<file path="src/mrd_pkg.sv">
// Package: constants for the DDR3 mode-register decode block
package mrd_pkg;

    // ========================================
    // Command decode (cs, ras, cas, we low)
    localparam logic [2:0] MR_SEL_ZERO    = 3'h0;
    localparam logic [2:0] MR_SEL_ONE     = 3'h1;
    localparam logic [2:0] MR_SEL_TWO     = 3'h2;

    // ========================================
    // Mode register zero field positions
    localparam int MR0_BL_LSB      = 0;
    localparam int MR0_BT_BIT      = 3;
    localparam int MR0_DLLRST_BIT  = 8;
    localparam int MR0_WR_LSB      = 9;
    localparam int MR0_PPD_BIT     = 12;
    localparam int MR0_CL_BIT0     = 2;
    localparam int MR0_CL_LSB      = 4;

    // ========================================
    // Mode register one field positions
    localparam int MR1_DLLDIS_BIT  = 0;
    localparam int MR1_DS_BIT0     = 1;
    localparam int MR1_DS_BIT1     = 5;
    localparam int MR1_RTT_BIT0    = 2;
    localparam int MR1_RTT_BIT1    = 6;
    localparam int MR1_RTT_BIT2    = 9;
    localparam int MR1_AL_LSB      = 3;
    localparam int MR1_WLEV_BIT    = 7;
    localparam int MR1_QOFF_BIT    = 12;

    // ========================================
    // Mode register two field positions
    localparam int MR2_CWL_LSB     = 3;
    localparam int MR2_RTTWR_LSB   = 9;

    // ========================================
    // Reset values, burst-length encodings and chop write pull-in
    localparam logic [15:0] MR_RESET_VAL  = 16'h0000;
    localparam logic [1:0]  BL_FIXED_BL8  = 2'h0;
    localparam logic [1:0]  BL_ON_FLY     = 2'h1;
    localparam logic [1:0]  BL_FIXED_BC4  = 2'h2;
    localparam logic [2:0]  BC4_PULL_IN   = 3'h2;

    typedef enum logic [1:0] {
        MRD_IDLE  = 2'b00,
        MRD_BURST = 2'b01
    } mrd_state_t;

endpackage

</file>
<file path="src/mrd_beat_order.sv">
// Column index of one burst beat from start column and burst type
module mrd_beat_order (
    // Burst setup
    input  wire logic [2:0] start_col_i,
    input  wire logic       interleave_i,
    input  wire logic       is_write_i,
    // Beat position
    input  wire logic [2:0] beat_i,
    output logic      [2:0] col_o
);

    logic [2:0] seq_col;
    logic [2:0] int_col;
    logic [2:0] wr_col;

    // Low bits rotate, upper bit flips for the second half
    assign seq_col = {start_col_i[2] ^ beat_i[2],
                      2'(start_col_i[1:0] + beat_i[1:0])};
    assign int_col = start_col_i ^ beat_i;
    // Writes ignore low start bits; bit 2 picks the half
    assign wr_col  = {start_col_i[2] ^ beat_i[2], beat_i[1:0]};
    assign col_o   = is_write_i ? wr_col
                                : (interleave_i ? int_col : seq_col);

endmodule // mrd_beat_order

</file>
<file path="src/mrd_decode.sv">
// Main module: mode-register decode and burst sequencing
// Operation
// - A3 selects sequential or interleaved order
// - A0-A1 choose fixed chop, eight, or on-the-fly
// - Sequential: low bits rotate, halves follow
// - Interleaved: start column XOR beat count
// - Chop-four read drives four beats only
// - Writes ignore low start column bits
// - Fixed chop pulls write timing two clocks
// - DLL reset bit clears itself after launch
// - A9-A11 hold write recovery cycle count
// - A12 selects slow or fast power-down exit
// - DLL follows self-refresh entry and exit
// - A1 and A5 set driver strength
// - Write termination applies without nominal
// - Commands delayed by added latency
// - Register one A12 disconnects outputs
module mrd_decode #(
    parameter int ADDR_W = 16
) (
    // Clock and reset
    input  wire logic              clk_i,
    input  wire logic              reset_i,
    input  wire logic              clk_en_i,
    // Command pins, registered on the clock edge
    input  wire logic              cs_n_i,
    input  wire logic              ras_n_i,
    input  wire logic              cas_n_i,
    input  wire logic              we_n_i,
    input  wire logic [2:0]        bank_i,
    input  wire logic [ADDR_W-1:0] addr_i,
    // Power state events
    input  wire logic              self_refresh_entry_i,
    input  wire logic              self_refresh_exit_i,
    input  wire logic              pd_exit_i,
    // Burst column and output control
    output logic      [2:0]        burst_col_o,
    output logic                   burst_valid_o,
    output logic                   is_write_o,
    output logic                   dq_drive_en_o,
    output logic                   write_timing_ref_o,
    // Decoded fields
    output logic                   interleave_o,
    output logic      [1:0]        burst_len_mode_o,
    output logic      [2:0]        write_recovery_o,
    output logic                   fast_pd_exit_o,
    output logic      [3:0]        column_latency_o,
    output logic      [1:0]        drive_strength_o,
    output logic      [2:0]        nom_term_o,
    output logic      [1:0]        write_term_o,
    output logic      [1:0]        added_latency_o,
    output logic      [2:0]        write_column_latency_o,
    output logic                   write_leveling_o,
    output logic                   outputs_off_o,
    output logic                   dll_on_o,
    output logic                   dll_reset_pulse_o,
    output logic                   pd_slow_exit_o
);

    // ========================================
    // Command decode
    logic mrs_cmd;
    logic rd_cmd;
    logic wr_cmd;
    logic col_cmd;
    assign mrs_cmd = ~cs_n_i & ~ras_n_i & ~cas_n_i & ~we_n_i;
    assign col_cmd = ~cs_n_i & ras_n_i & ~cas_n_i;
    assign rd_cmd  = col_cmd & we_n_i;
    assign wr_cmd  = col_cmd & ~we_n_i;

    // ========================================
    // Mode registers
    logic [ADDR_W-1:0] mr0_r;
    logic [ADDR_W-1:0] mr1_r;
    logic [ADDR_W-1:0] mr2_r;
    logic              dll_off_sr_r;

    always_ff @(posedge clk_i) begin
        if (reset_i) begin
            mr0_r        <= ADDR_W'(mrd_pkg::MR_RESET_VAL);
            mr1_r        <= ADDR_W'(mrd_pkg::MR_RESET_VAL);
            mr2_r        <= ADDR_W'(mrd_pkg::MR_RESET_VAL);
            dll_off_sr_r <= 1'b0;
        end else if (clk_en_i) begin
            // Whole register replaced by supplied bits
            if (mrs_cmd && bank_i == mrd_pkg::MR_SEL_ZERO) begin
                mr0_r <= addr_i;
            end else if (mr0_r[mrd_pkg::MR0_DLLRST_BIT]) begin
                mr0_r[mrd_pkg::MR0_DLLRST_BIT] <= 1'b0;
            end
            if (mrs_cmd && bank_i == mrd_pkg::MR_SEL_ONE) begin
                mr1_r <= addr_i;
            end
            if (mrs_cmd && bank_i == mrd_pkg::MR_SEL_TWO) begin
                mr2_r <= addr_i;
            end
            // Exit wins if both arrive together
            if (self_refresh_exit_i) begin
                dll_off_sr_r <= 1'b0;
            end else if (self_refresh_entry_i) begin
                dll_off_sr_r <= 1'b1;
            end
        end
    end

    // ========================================
    // Field decode
    assign burst_len_mode_o = mr0_r[mrd_pkg::MR0_BL_LSB +: 2];
    assign interleave_o     = mr0_r[mrd_pkg::MR0_BT_BIT];
    assign write_recovery_o = mr0_r[mrd_pkg::MR0_WR_LSB +: 3];
    assign fast_pd_exit_o   = mr0_r[mrd_pkg::MR0_PPD_BIT];
    assign column_latency_o = {mr0_r[mrd_pkg::MR0_CL_LSB +: 3],
                               mr0_r[mrd_pkg::MR0_CL_BIT0]};
    assign drive_strength_o = {mr1_r[mrd_pkg::MR1_DS_BIT1],
                               mr1_r[mrd_pkg::MR1_DS_BIT0]};
    assign nom_term_o       = {mr1_r[mrd_pkg::MR1_RTT_BIT2],
                               mr1_r[mrd_pkg::MR1_RTT_BIT1],
                               mr1_r[mrd_pkg::MR1_RTT_BIT0]};
    assign added_latency_o  = mr1_r[mrd_pkg::MR1_AL_LSB +: 2];
    assign write_leveling_o = mr1_r[mrd_pkg::MR1_WLEV_BIT];
    assign outputs_off_o    = mr1_r[mrd_pkg::MR1_QOFF_BIT];
    assign write_column_latency_o = mr2_r[mrd_pkg::MR2_CWL_LSB +: 3];
    // Write termination stands even with nominal disabled
    assign write_term_o     = mr2_r[mrd_pkg::MR2_RTTWR_LSB +: 2];
    assign dll_on_o = ~mr1_r[mrd_pkg::MR1_DLLDIS_BIT]
                      & ~dll_off_sr_r;
    assign dll_reset_pulse_o = mr0_r[mrd_pkg::MR0_DLLRST_BIT];
    assign pd_slow_exit_o = pd_exit_i & ~fast_pd_exit_o;

    // ========================================
    // Added latency: internal command delayed by al cycles
    logic [3:0] al_cycles;
    assign al_cycles = (added_latency_o == 2'h1) ? 4'(column_latency_o - 4'h1)
                     : (added_latency_o == 2'h2) ? 4'(column_latency_o - 4'h2)
                     : 4'h0;

    logic [3:0] al_cnt_r;
    logic       pend_r;
    logic       pend_wr_r;
    logic       pend_bc4_r;
    logic       pend_otf_r;
    logic [2:0] pend_col_r;
    logic       chop_now;
    assign chop_now = (burst_len_mode_o == mrd_pkg::BL_FIXED_BC4) ||
                      ((burst_len_mode_o == mrd_pkg::BL_ON_FLY) &&
                       ~addr_i[12]);

    // ========================================
    // Burst sequencer
    mrd_pkg::mrd_state_t state_r;
    logic [2:0] beat_r;
    logic       bc4_r;
    logic       otf_r;
    logic [2:0] col_r;
    logic       issue;
    // Held back until the running burst has ended
    assign issue = pend_r && al_cnt_r == 4'h0
                   && state_r == mrd_pkg::MRD_IDLE;

    always_ff @(posedge clk_i) begin
        if (reset_i) begin
            pend_r     <= 1'b0;
            pend_wr_r  <= 1'b0;
            pend_bc4_r <= 1'b0;
            pend_otf_r <= 1'b0;
            pend_col_r <= 3'h0;
            al_cnt_r   <= 4'h0;
        end else if (clk_en_i) begin
            if (col_cmd) begin
                pend_r     <= 1'b1;
                pend_wr_r  <= wr_cmd;
                pend_bc4_r <= chop_now;
                pend_otf_r <= burst_len_mode_o == mrd_pkg::BL_ON_FLY;
                pend_col_r <= addr_i[2:0];
                al_cnt_r   <= al_cycles;
            end else if (issue) begin
                pend_r <= 1'b0;
            end else if (al_cnt_r != 4'h0) begin
                al_cnt_r <= al_cnt_r - 4'h1;
            end
        end
    end

    always_ff @(posedge clk_i) begin
        if (reset_i) begin
            state_r    <= mrd_pkg::MRD_IDLE;
            beat_r     <= 3'h0;
            bc4_r      <= 1'b0;
            otf_r      <= 1'b0;
            col_r      <= 3'h0;
            is_write_o <= 1'b0;
        end else if (clk_en_i) begin
            case (state_r)
                mrd_pkg::MRD_IDLE: begin
                    if (issue) begin
                        state_r    <= mrd_pkg::MRD_BURST;
                        beat_r     <= 3'h0;
                        bc4_r      <= pend_bc4_r;
                        otf_r      <= pend_otf_r;
                        col_r      <= pend_col_r;
                        is_write_o <= pend_wr_r;
                    end
                end
                mrd_pkg::MRD_BURST: begin
                    beat_r <= beat_r + 3'h1;
                    if (beat_r == 3'h7) begin
                        state_r <= mrd_pkg::MRD_IDLE;
                    end
                end
                default: state_r <= mrd_pkg::MRD_IDLE;
            endcase
        end
    end

    logic in_burst;
    logic [2:0] ord_col;
    logic [2:0] order_start;
    assign in_burst = state_r == mrd_pkg::MRD_BURST;
    // Eight-beat writes always run from column zero
    assign order_start = {col_r[2] & (bc4_r | ~is_write_o),
                          col_r[1:0]};

    mrd_beat_order u_order (
        .start_col_i  (order_start),
        .interleave_i (interleave_o),
        .is_write_i   (is_write_o),
        .beat_i       (beat_r),
        .col_o        (ord_col)
    );

    assign burst_col_o = ord_col;
    // Slots past four on a chop burst carry no data
    assign burst_valid_o = in_burst & ~(bc4_r & beat_r[2]);
    assign dq_drive_en_o = burst_valid_o & ~is_write_o
                           & ~outputs_off_o;

    // Write timing reference: fixed chop two clocks early
    logic [2:0] wref_beat;
    assign wref_beat = (bc4_r & ~otf_r) ? 3'(3'h7 - mrd_pkg::BC4_PULL_IN)
                                        : 3'h7;
    assign write_timing_ref_o = in_burst & is_write_o
                                & beat_r == wref_beat;

endmodule // mrd_decode

</file>
<file path="config.mk">
export PLATFORM = sky130hd
export DESIGN_NAME = mrd_decode
export DESIGN_NICKNAME = d
export VERILOG_FILES = /design/src/mrd_pkg.sv /design/src/mrd_beat_order.sv /design/src/mrd_decode.sv
export SDC_FILE = /design/constraint.sdc
export NUM_CORES = 1
export LEC_CHECK = 0
export BUFFER_PORTS_ARGS = -buffer_cell sky130_fd_sc_hd__buf_2
export CORE_MARGIN = 5
export CORE_UTILIZATION = 47
export DETAILED_ROUTE_END_ITERATION = 12
export PLACE_DENSITY_LB_ADDON = 0.15
export SKIP_LAST_GASP = 1
export SYNTH_ARGS = -nofsm -noshare
export SYNTH_HDL_FRONTEND = slang
export SYNTH_SLANG_ARGS = --single-unit
export TNS_END_PERCENT = 30
</file>
<file path="constraint.sdc">
create_clock -name clk_i -period 1.5 [get_ports clk_i]
set_input_delay 0.45 -clock clk_i [delete_from_list [all_inputs] [get_ports clk_i]]
set_output_delay 0.45 -clock clk_i [all_outputs]
set_load 0.1 [all_outputs]
</file>
* Yosys cells after proc, flatten, opt, wreduce, memory -nomap -nowiden
Index checks and enable logic that the tools add are counted.
Storage, ports and cells: bits in registers 60, bits in latches 0, RAM bits 0, bits in read-only memories 0, bits of input ports 29, output and inout bits 35, logic and storage cells 108, memories 0
Operators by class: add/sub/neg operators 5, multiply operators 0, divide/modulo/power cells 0, order comparisons 0, equality and inequality tests 12, shifts and indexed selects 0, mux-type cells 18, bitwise gates (word level) 31, reduce and logical (&&, ||, !) cells 25
Operators with widths (count):
- 2-to-1 mux 4 bit | 5
- AND 1 bit | 16
- inverter 1 bit | 12
- AND reduction 2 bit | 6
- AND reduction 3 bit | 4
- 2-to-1 mux 3 bit | 3
- nonzero test 2 bit | 4
- subtractor 4 x 1 -> 4 bit, second input constant | 2
- == test 2 x 1 -> 1 bit, second input constant | 3
- logical AND 1 bit | 6
- 2-to-1 mux 2 bit | 3
- one-hot mux 3 bit (2 select lines) | 1
- 2-to-1 mux 1 bit | 5
- == test 2 bit, second input constant | 2
- logical NOT 4 bit | 1
- != test 2 bit, second input constant | 2
- one-hot mux 2 bit (2 select lines) | 1
- nonzero test 4 bit | 1
- subtractor 4 x 2 -> 4 bit, second input constant | 1
- adder 3 x 1 -> 3 bit, second input constant | 1
- == test 3 x 1 -> 1 bit, second input constant | 1
- == test 3 x 2 -> 1 bit, second input constant | 1
- == test 3 bit | 1
- == test 3 bit, second input constant | 1
- 8 further kinds | 8

* Logic depth before layout (Yosys ltp)
depth after elaboration 6, gate-level depth with buffers 6, mapped depth without buffers 6

* Hierarchy
Synthesis repeated with hierarchy kept, for this count alone.
Second synthesis, totals: cells, all modules 263, area total of the unflattened synthesis 2235.9 um^2
By module, submodules not included:
- mrd_decode | instances 1, cells each 255, area each 2167.1 um^2, seq. area each 980.9 um^2
- mrd_beat_order | instances 1, cells each 8, area each 68.8 um^2, seq. area each 0.0 um^2

* Least setup slack after synthesis
No wires, ideal clock.
kind flip-flop to output port, start point register state_r[0], end point output dq_drive_en_o, arrival time 5176 ps, setup slack -4126 ps, cell stages (with the launch flop) 4, path buffers 1, cells stage by stage dfxtp_1 > clkbuf_1 > a21boi_0 > nor3b_1
On the way: longest elaborated chain between the ends 4
RTL lines:
- start: declaration | RTL line mrd_decode.sv:150 | mrd_pkg::mrd_state_t state_r;
- start signal: assignment | RTL line mrd_decode.sv:186 | state_r <= mrd_pkg::MRD_IDLE;
- start signal: assignment | RTL line mrd_decode.sv:196 | state_r <= mrd_pkg::MRD_BURST;
- start signal: assignment | RTL line mrd_decode.sv:207 | state_r <= mrd_pkg::MRD_IDLE;
- == test 2 x 1 -> 1 bit | RTL line mrd_decode.sv:218 | assign in_burst = state_r == mrd_pkg::MRD_BURST;
- AND 1 bit | RTL line mrd_decode.sv:233 | assign burst_valid_o = in_burst & ~(bc4_r & beat_r[2]);
- named net burst_valid_o | RTL line mrd_decode.sv:38 | output logic burst_valid_o,
- AND 1 bit | RTL line mrd_decode.sv:234 | assign dq_drive_en_o = burst_valid_o & ~is_write_o
- AND 1 bit | RTL line mrd_decode.sv:235 | & ~outputs_off_o;
- end: declaration | RTL line mrd_decode.sv:40 | output logic dq_drive_en_o,
The timed path passes the listed nets, and every way through them passes these cells.

* Final worst setup path
start point register beat_r[0], end point output burst_col_o[1]
On the way: longest elaborated chain between the ends 3
RTL lines:
- start: declaration | RTL line mrd_decode.sv:151 | logic [2:0] beat_r;
- start signal: assignment | RTL line mrd_decode.sv:205 | beat_r <= beat_r + 3'h1;
- adder 2 bit | RTL line mrd_beat_order.sv:18 | 2'(start_col_i[1:0] + beat_i[1:0])};
- 2-to-1 mux 3 bit | RTL line mrd_beat_order.sv:23 | : (interleave_i ? int_col : seq_col);
- 2-to-1 mux 3 bit | RTL line mrd_beat_order.sv:22 | assign col_o = is_write_i ? wr_col
- end: declaration | RTL line mrd_decode.sv:37 | output logic [2:0] burst_col_o,
Every way passes these cells.

==> metrics.csv <==
stage,metric,value,unit
clock_network,Hold Buf Count CTS,0,
clock_network,CTS Buffer Depth,2,
route,drt pass-1 iters,4,
setup_path,r2r setup slk,-0.15,ns
setup_path,Max stage delay on crit path,0.35,ns
setup_path,CP max stage cell,dfxtp_2,
route,Routed WL,6190,um
global_route,vias in the first global route,2216,
setup_path,reg-to-reg startpoint,al_cnt_r[0]$_SDFFE_PP0P_,
clock_network,CTS tree,built,
sta,fin crit period,2.06,ns
route,WL/cell,15.5,um
status,violated checks,negative setup slack,
setup_path,CP Launch Type,register,
die,chip height,79.9,um
die,Die X,79.9,um
synth,largest family of logic cells by synthesized area,simple AND/OR/NAND/NOR gates,
synth,sequential area share after synthesis,0.427,
synth,Async SR Flop Fraction,0,
sta,final setup vio count,18,
route,Vias/cell,5.25,
global_route,largest net degree at the start of global routing,31,
synth,synth top area cells,"dfxtp_1 43%, mux2i_1 13%, nor2_1 6.0%",
sta,clock skew,0.00569,ns
power_and_ir_drop,power per cell area,831,nW/um2
setup_path,worst path cell trace,ha_4 -> nor2b_4 -> xnor2_2 -> nor2_4 -> xor2_4 -> buf_12,
clock_network,H-tree Lvls,2,
global_route,overflow left after global routing,0,
synth,xor and xnor area share after synthesis,0.0191,
cells_and_area,layout cells sized above 1,0.443,
synth,Synth Flop Type,dfxtp_1,
die,Top-Level Pins,64,
status,status,"finished, violations left",
place,pre-CTS setup slack,-0.286,ns
die,core area,4720,um2
sta,RSZ-0062 raised after global routing,yes,
sta,period utilization,1.37,
sta,Final Hold Vio Count,0,
place,GP Congestion,0.756,
sta,Worst-Margin Slew,0.312,ns
setup_path,WP data arrival,1.61,ns
sta,Pins Over Slew Limit,0,
synth,Mapped Cells,247,
hold_path,WHS Path Cells,2,
sta,max frequency,486,MHz
flow_run,max-cap violations,0,
synth,Ys Warns,0,
synth,#FFs+latches synth,49,
setup_path,CP Max Fanout,2,
power_and_ir_drop,maximum VDD drop,684,uV
synth,post-synthesis simple-gate area fraction,0.222,
synth,largest area contributor in the netlist,dfxtp_1,
route,drt drc,0,
synth,area of the mapped netlist,2300,um2
setup_path,WP buf/inv,1,
hold_path,Hold Path Origin,self_refresh_exit_i,
die,FP Rows,25,
global_route,antenna violations before repair,0,
sta,worst rel slew slack,0.790,
setup_path,Reg2Reg Depth,7,
global_route,first-pass GRT wire length,10500,um
synth,post-synth cell types,38,
synth,Synth Area in Adders,0.0436,
synth,number of flops mapped to enable cells by yosys,0,
global_route,GRT Resource Usage Total,0.214,
die,Starting Density,0.486,
route,Routed Antenna Nets,0,
hold_path,Hold Path End,dll_off_sr_r$_SDFFE_PP0P_,
place,Post-DP HPWL,4480,um
cells_and_area,area growth from synthesis to layout,63.3,%
synth,Synth top area share,0.427,
setup_path,Crit. path cell count,6,
cells_and_area,Final nets,368,
route,Initial DRC Count,79,
place,Buffers on Ports,60,
cells_and_area,most frequent cells in the layout,"36 x dfxtp_1, 36 x buf_12, 35 x nor2_1",
synth,Mean Syn Cell Area,9.30,um2
clock_network,"Clk Latency, worst-skew pair",0.30,ns
cells_and_area,Ant. Diodes,0,
die,Die ar.,6380,um2
hold_path,Hold WC Path Type,in2reg,
synth,Synth Area in Compound Gates,0.0926,
power_and_ir_drop,P_leak,1.55,nW
clock_network,CTS root buffer,clkbuf_8,
setup_path,kind of end point of the critical path,primary output,
sta,Hold Worst Slack,0.317,ns
clock_network,"CTS clk-pin slew, worst paths",0.09,ns
setup_path,Required @ worst endpoint,1.05,ns
cells_and_area,FILL cells,290,
synth,multiplexer area fraction after synthesis,0.136,
setup_path,cell family with most CP delay,flip-flops,
setup_path,reg-to-reg endpoint,bc4_r$_SDFFE_PP0P_,
route,vias,2094,
clock_network,cts bufs inserted,5,
synth,syn_nets,284,
setup_path,Crit Path Class,reg2out,
clock_network,clk sinks,49,
sta,post-route setup slack,-0.557,ns
metrics by stage:
stage | TNS [ns] | instance area, um2 | utilization | total power [mW] | cells
4_1_cts | -2.87 | 3710 | 0.786 | 3.07 | 400
3_3_place_gp | -4.12 | 3430 | 0.727 | 1.94 | 385
6_report | -2.99 | 3750 | 0.794 | 3.11 | 399
2_1_floorplan | -3.68 | 2420 | - | 1.70 | 247
3_5_place_dp | -6.67 | 3430 | 0.727 | 1.96 | 385
5_1_grt | -4.36 | 3750 | 0.794 | 3.27 | 399
cells in the mapped netlist, types with 2 or more instances:
master,count
nand4b_1,2
buf_2,4
mux2i_1,30
buf_4,8
dfxtp_1,49
nand2_1,16
ha_1,8
a211oi_1,3
a21oi_1,18
nand2b_1,4
nor3_1,4
nor2_1,37
nand3_1,6
nand3b_1,3
nor2b_1,7
nor3b_1,4
clkbuf_1,4
a21boi_0,2
o21ai_0,9
and2_1,2
xnor2_1,4
o221ai_1,2
inv_1,6
cell families (layout without fill, tap and decap cells):
group	Yosys count	count (layout)
DFF	49	49
AOI/OAI and AO/OA	37	37
muxes	31	31
xor gates and xnor gates	5	5
buffers and inverters	24	109
and+or+nand+nor	93	93
adders and majority gates	8	8
sequential cells by signal (all words and copies together), names as in the netlist, 3 cells and up:
| register | count |
|---|---|
| al_cnt_r | 4 |
| mr0_r | 12 |
| col_r | 3 |
| pend_col_r | 3 |
| mr2_r | 5 |
| mr1_r | 10 |
| beat_r | 3 |
worst reg2reg max path, delay by kind of cell (launching register included):
kind | cells | cell delay (ns)
adder cells (fa/ha/maj) | 1 | 0.14
buffers and inverters | 2 | 0.23
flip-flops | 1 | 0.33
multiplexers | 1 | 0.22
AND/OR/NAND/NOR | 3 | 0.63
what timing repair did:
action	in CTS	in global routing
pin swaps	12	10
gates resized for setup	25	13
endpoints found under the setup margin	20	25
setup buffers	7	0
area by class of cell:
| cell class | instances | area (um2) | share of cell area |
|---|---|---|---|
| inverter | 6 | 22.5 | 0.00601 |
| clock buffer | 5 | 68.8 | 0.0184 |
| clock inverter | 3 | 65.1 | 0.0174 |
| multi-input combinational | 174 | 1360 | 0.363 |
| tap | 67 | 83.8 | 0.0224 |
| timing repair buffer | 95 | 1130 | 0.303 |
| sequential | 49 | 1010 | 0.270 |
worst max-delay path by stage:
stage	start	endpoint	slack [ns]
6_report	beat_r[0]$_SDFFE_PP0P_	burst_col_o[1]	-0.56
5_1_grt	beat_r[0]$_SDFFE_PP0P_	burst_col_o[1]	-0.63
4_1_cts	beat_r[0]$_SDFFE_PP0P_	burst_col_o[1]	-0.56
3_5_place_dp	ras_n_i	mr0_r[6]$_SDFFE_PP0P_	-0.29
3_3_place_gp	col_r[0]$_SDFFE_PP0P_	burst_col_o[1]	-0.23
2_1_floorplan	state_r[0]$_SDFFE_PP0P_	dq_drive_en_o	-1.00
where the power goes:
| group | total, mW | internal, mW | leakage, nW | switching, mW |
|---|---|---|---|---|
| Sequential | 1.36 | 1.33 | 0.404 | 0.0303 |
| Combinational | 0.648 | 0.337 | 1.08 | 0.310 |
| Clock | 1.11 | 0.662 | 0.0681 | 0.446 |
layer usage:
metal	wire (um)	track usage	share of wire	up-vias
met4	144	0.0743	0.023	0
met1	2450	0.247	0.40	999
li1	-	-	-	1010
met3	388	0.0621	0.063	14
met5	0	0	0	-
met2	3210	0.373	0.52	71
Note: power is estimated with default switching activity, not from simulation.
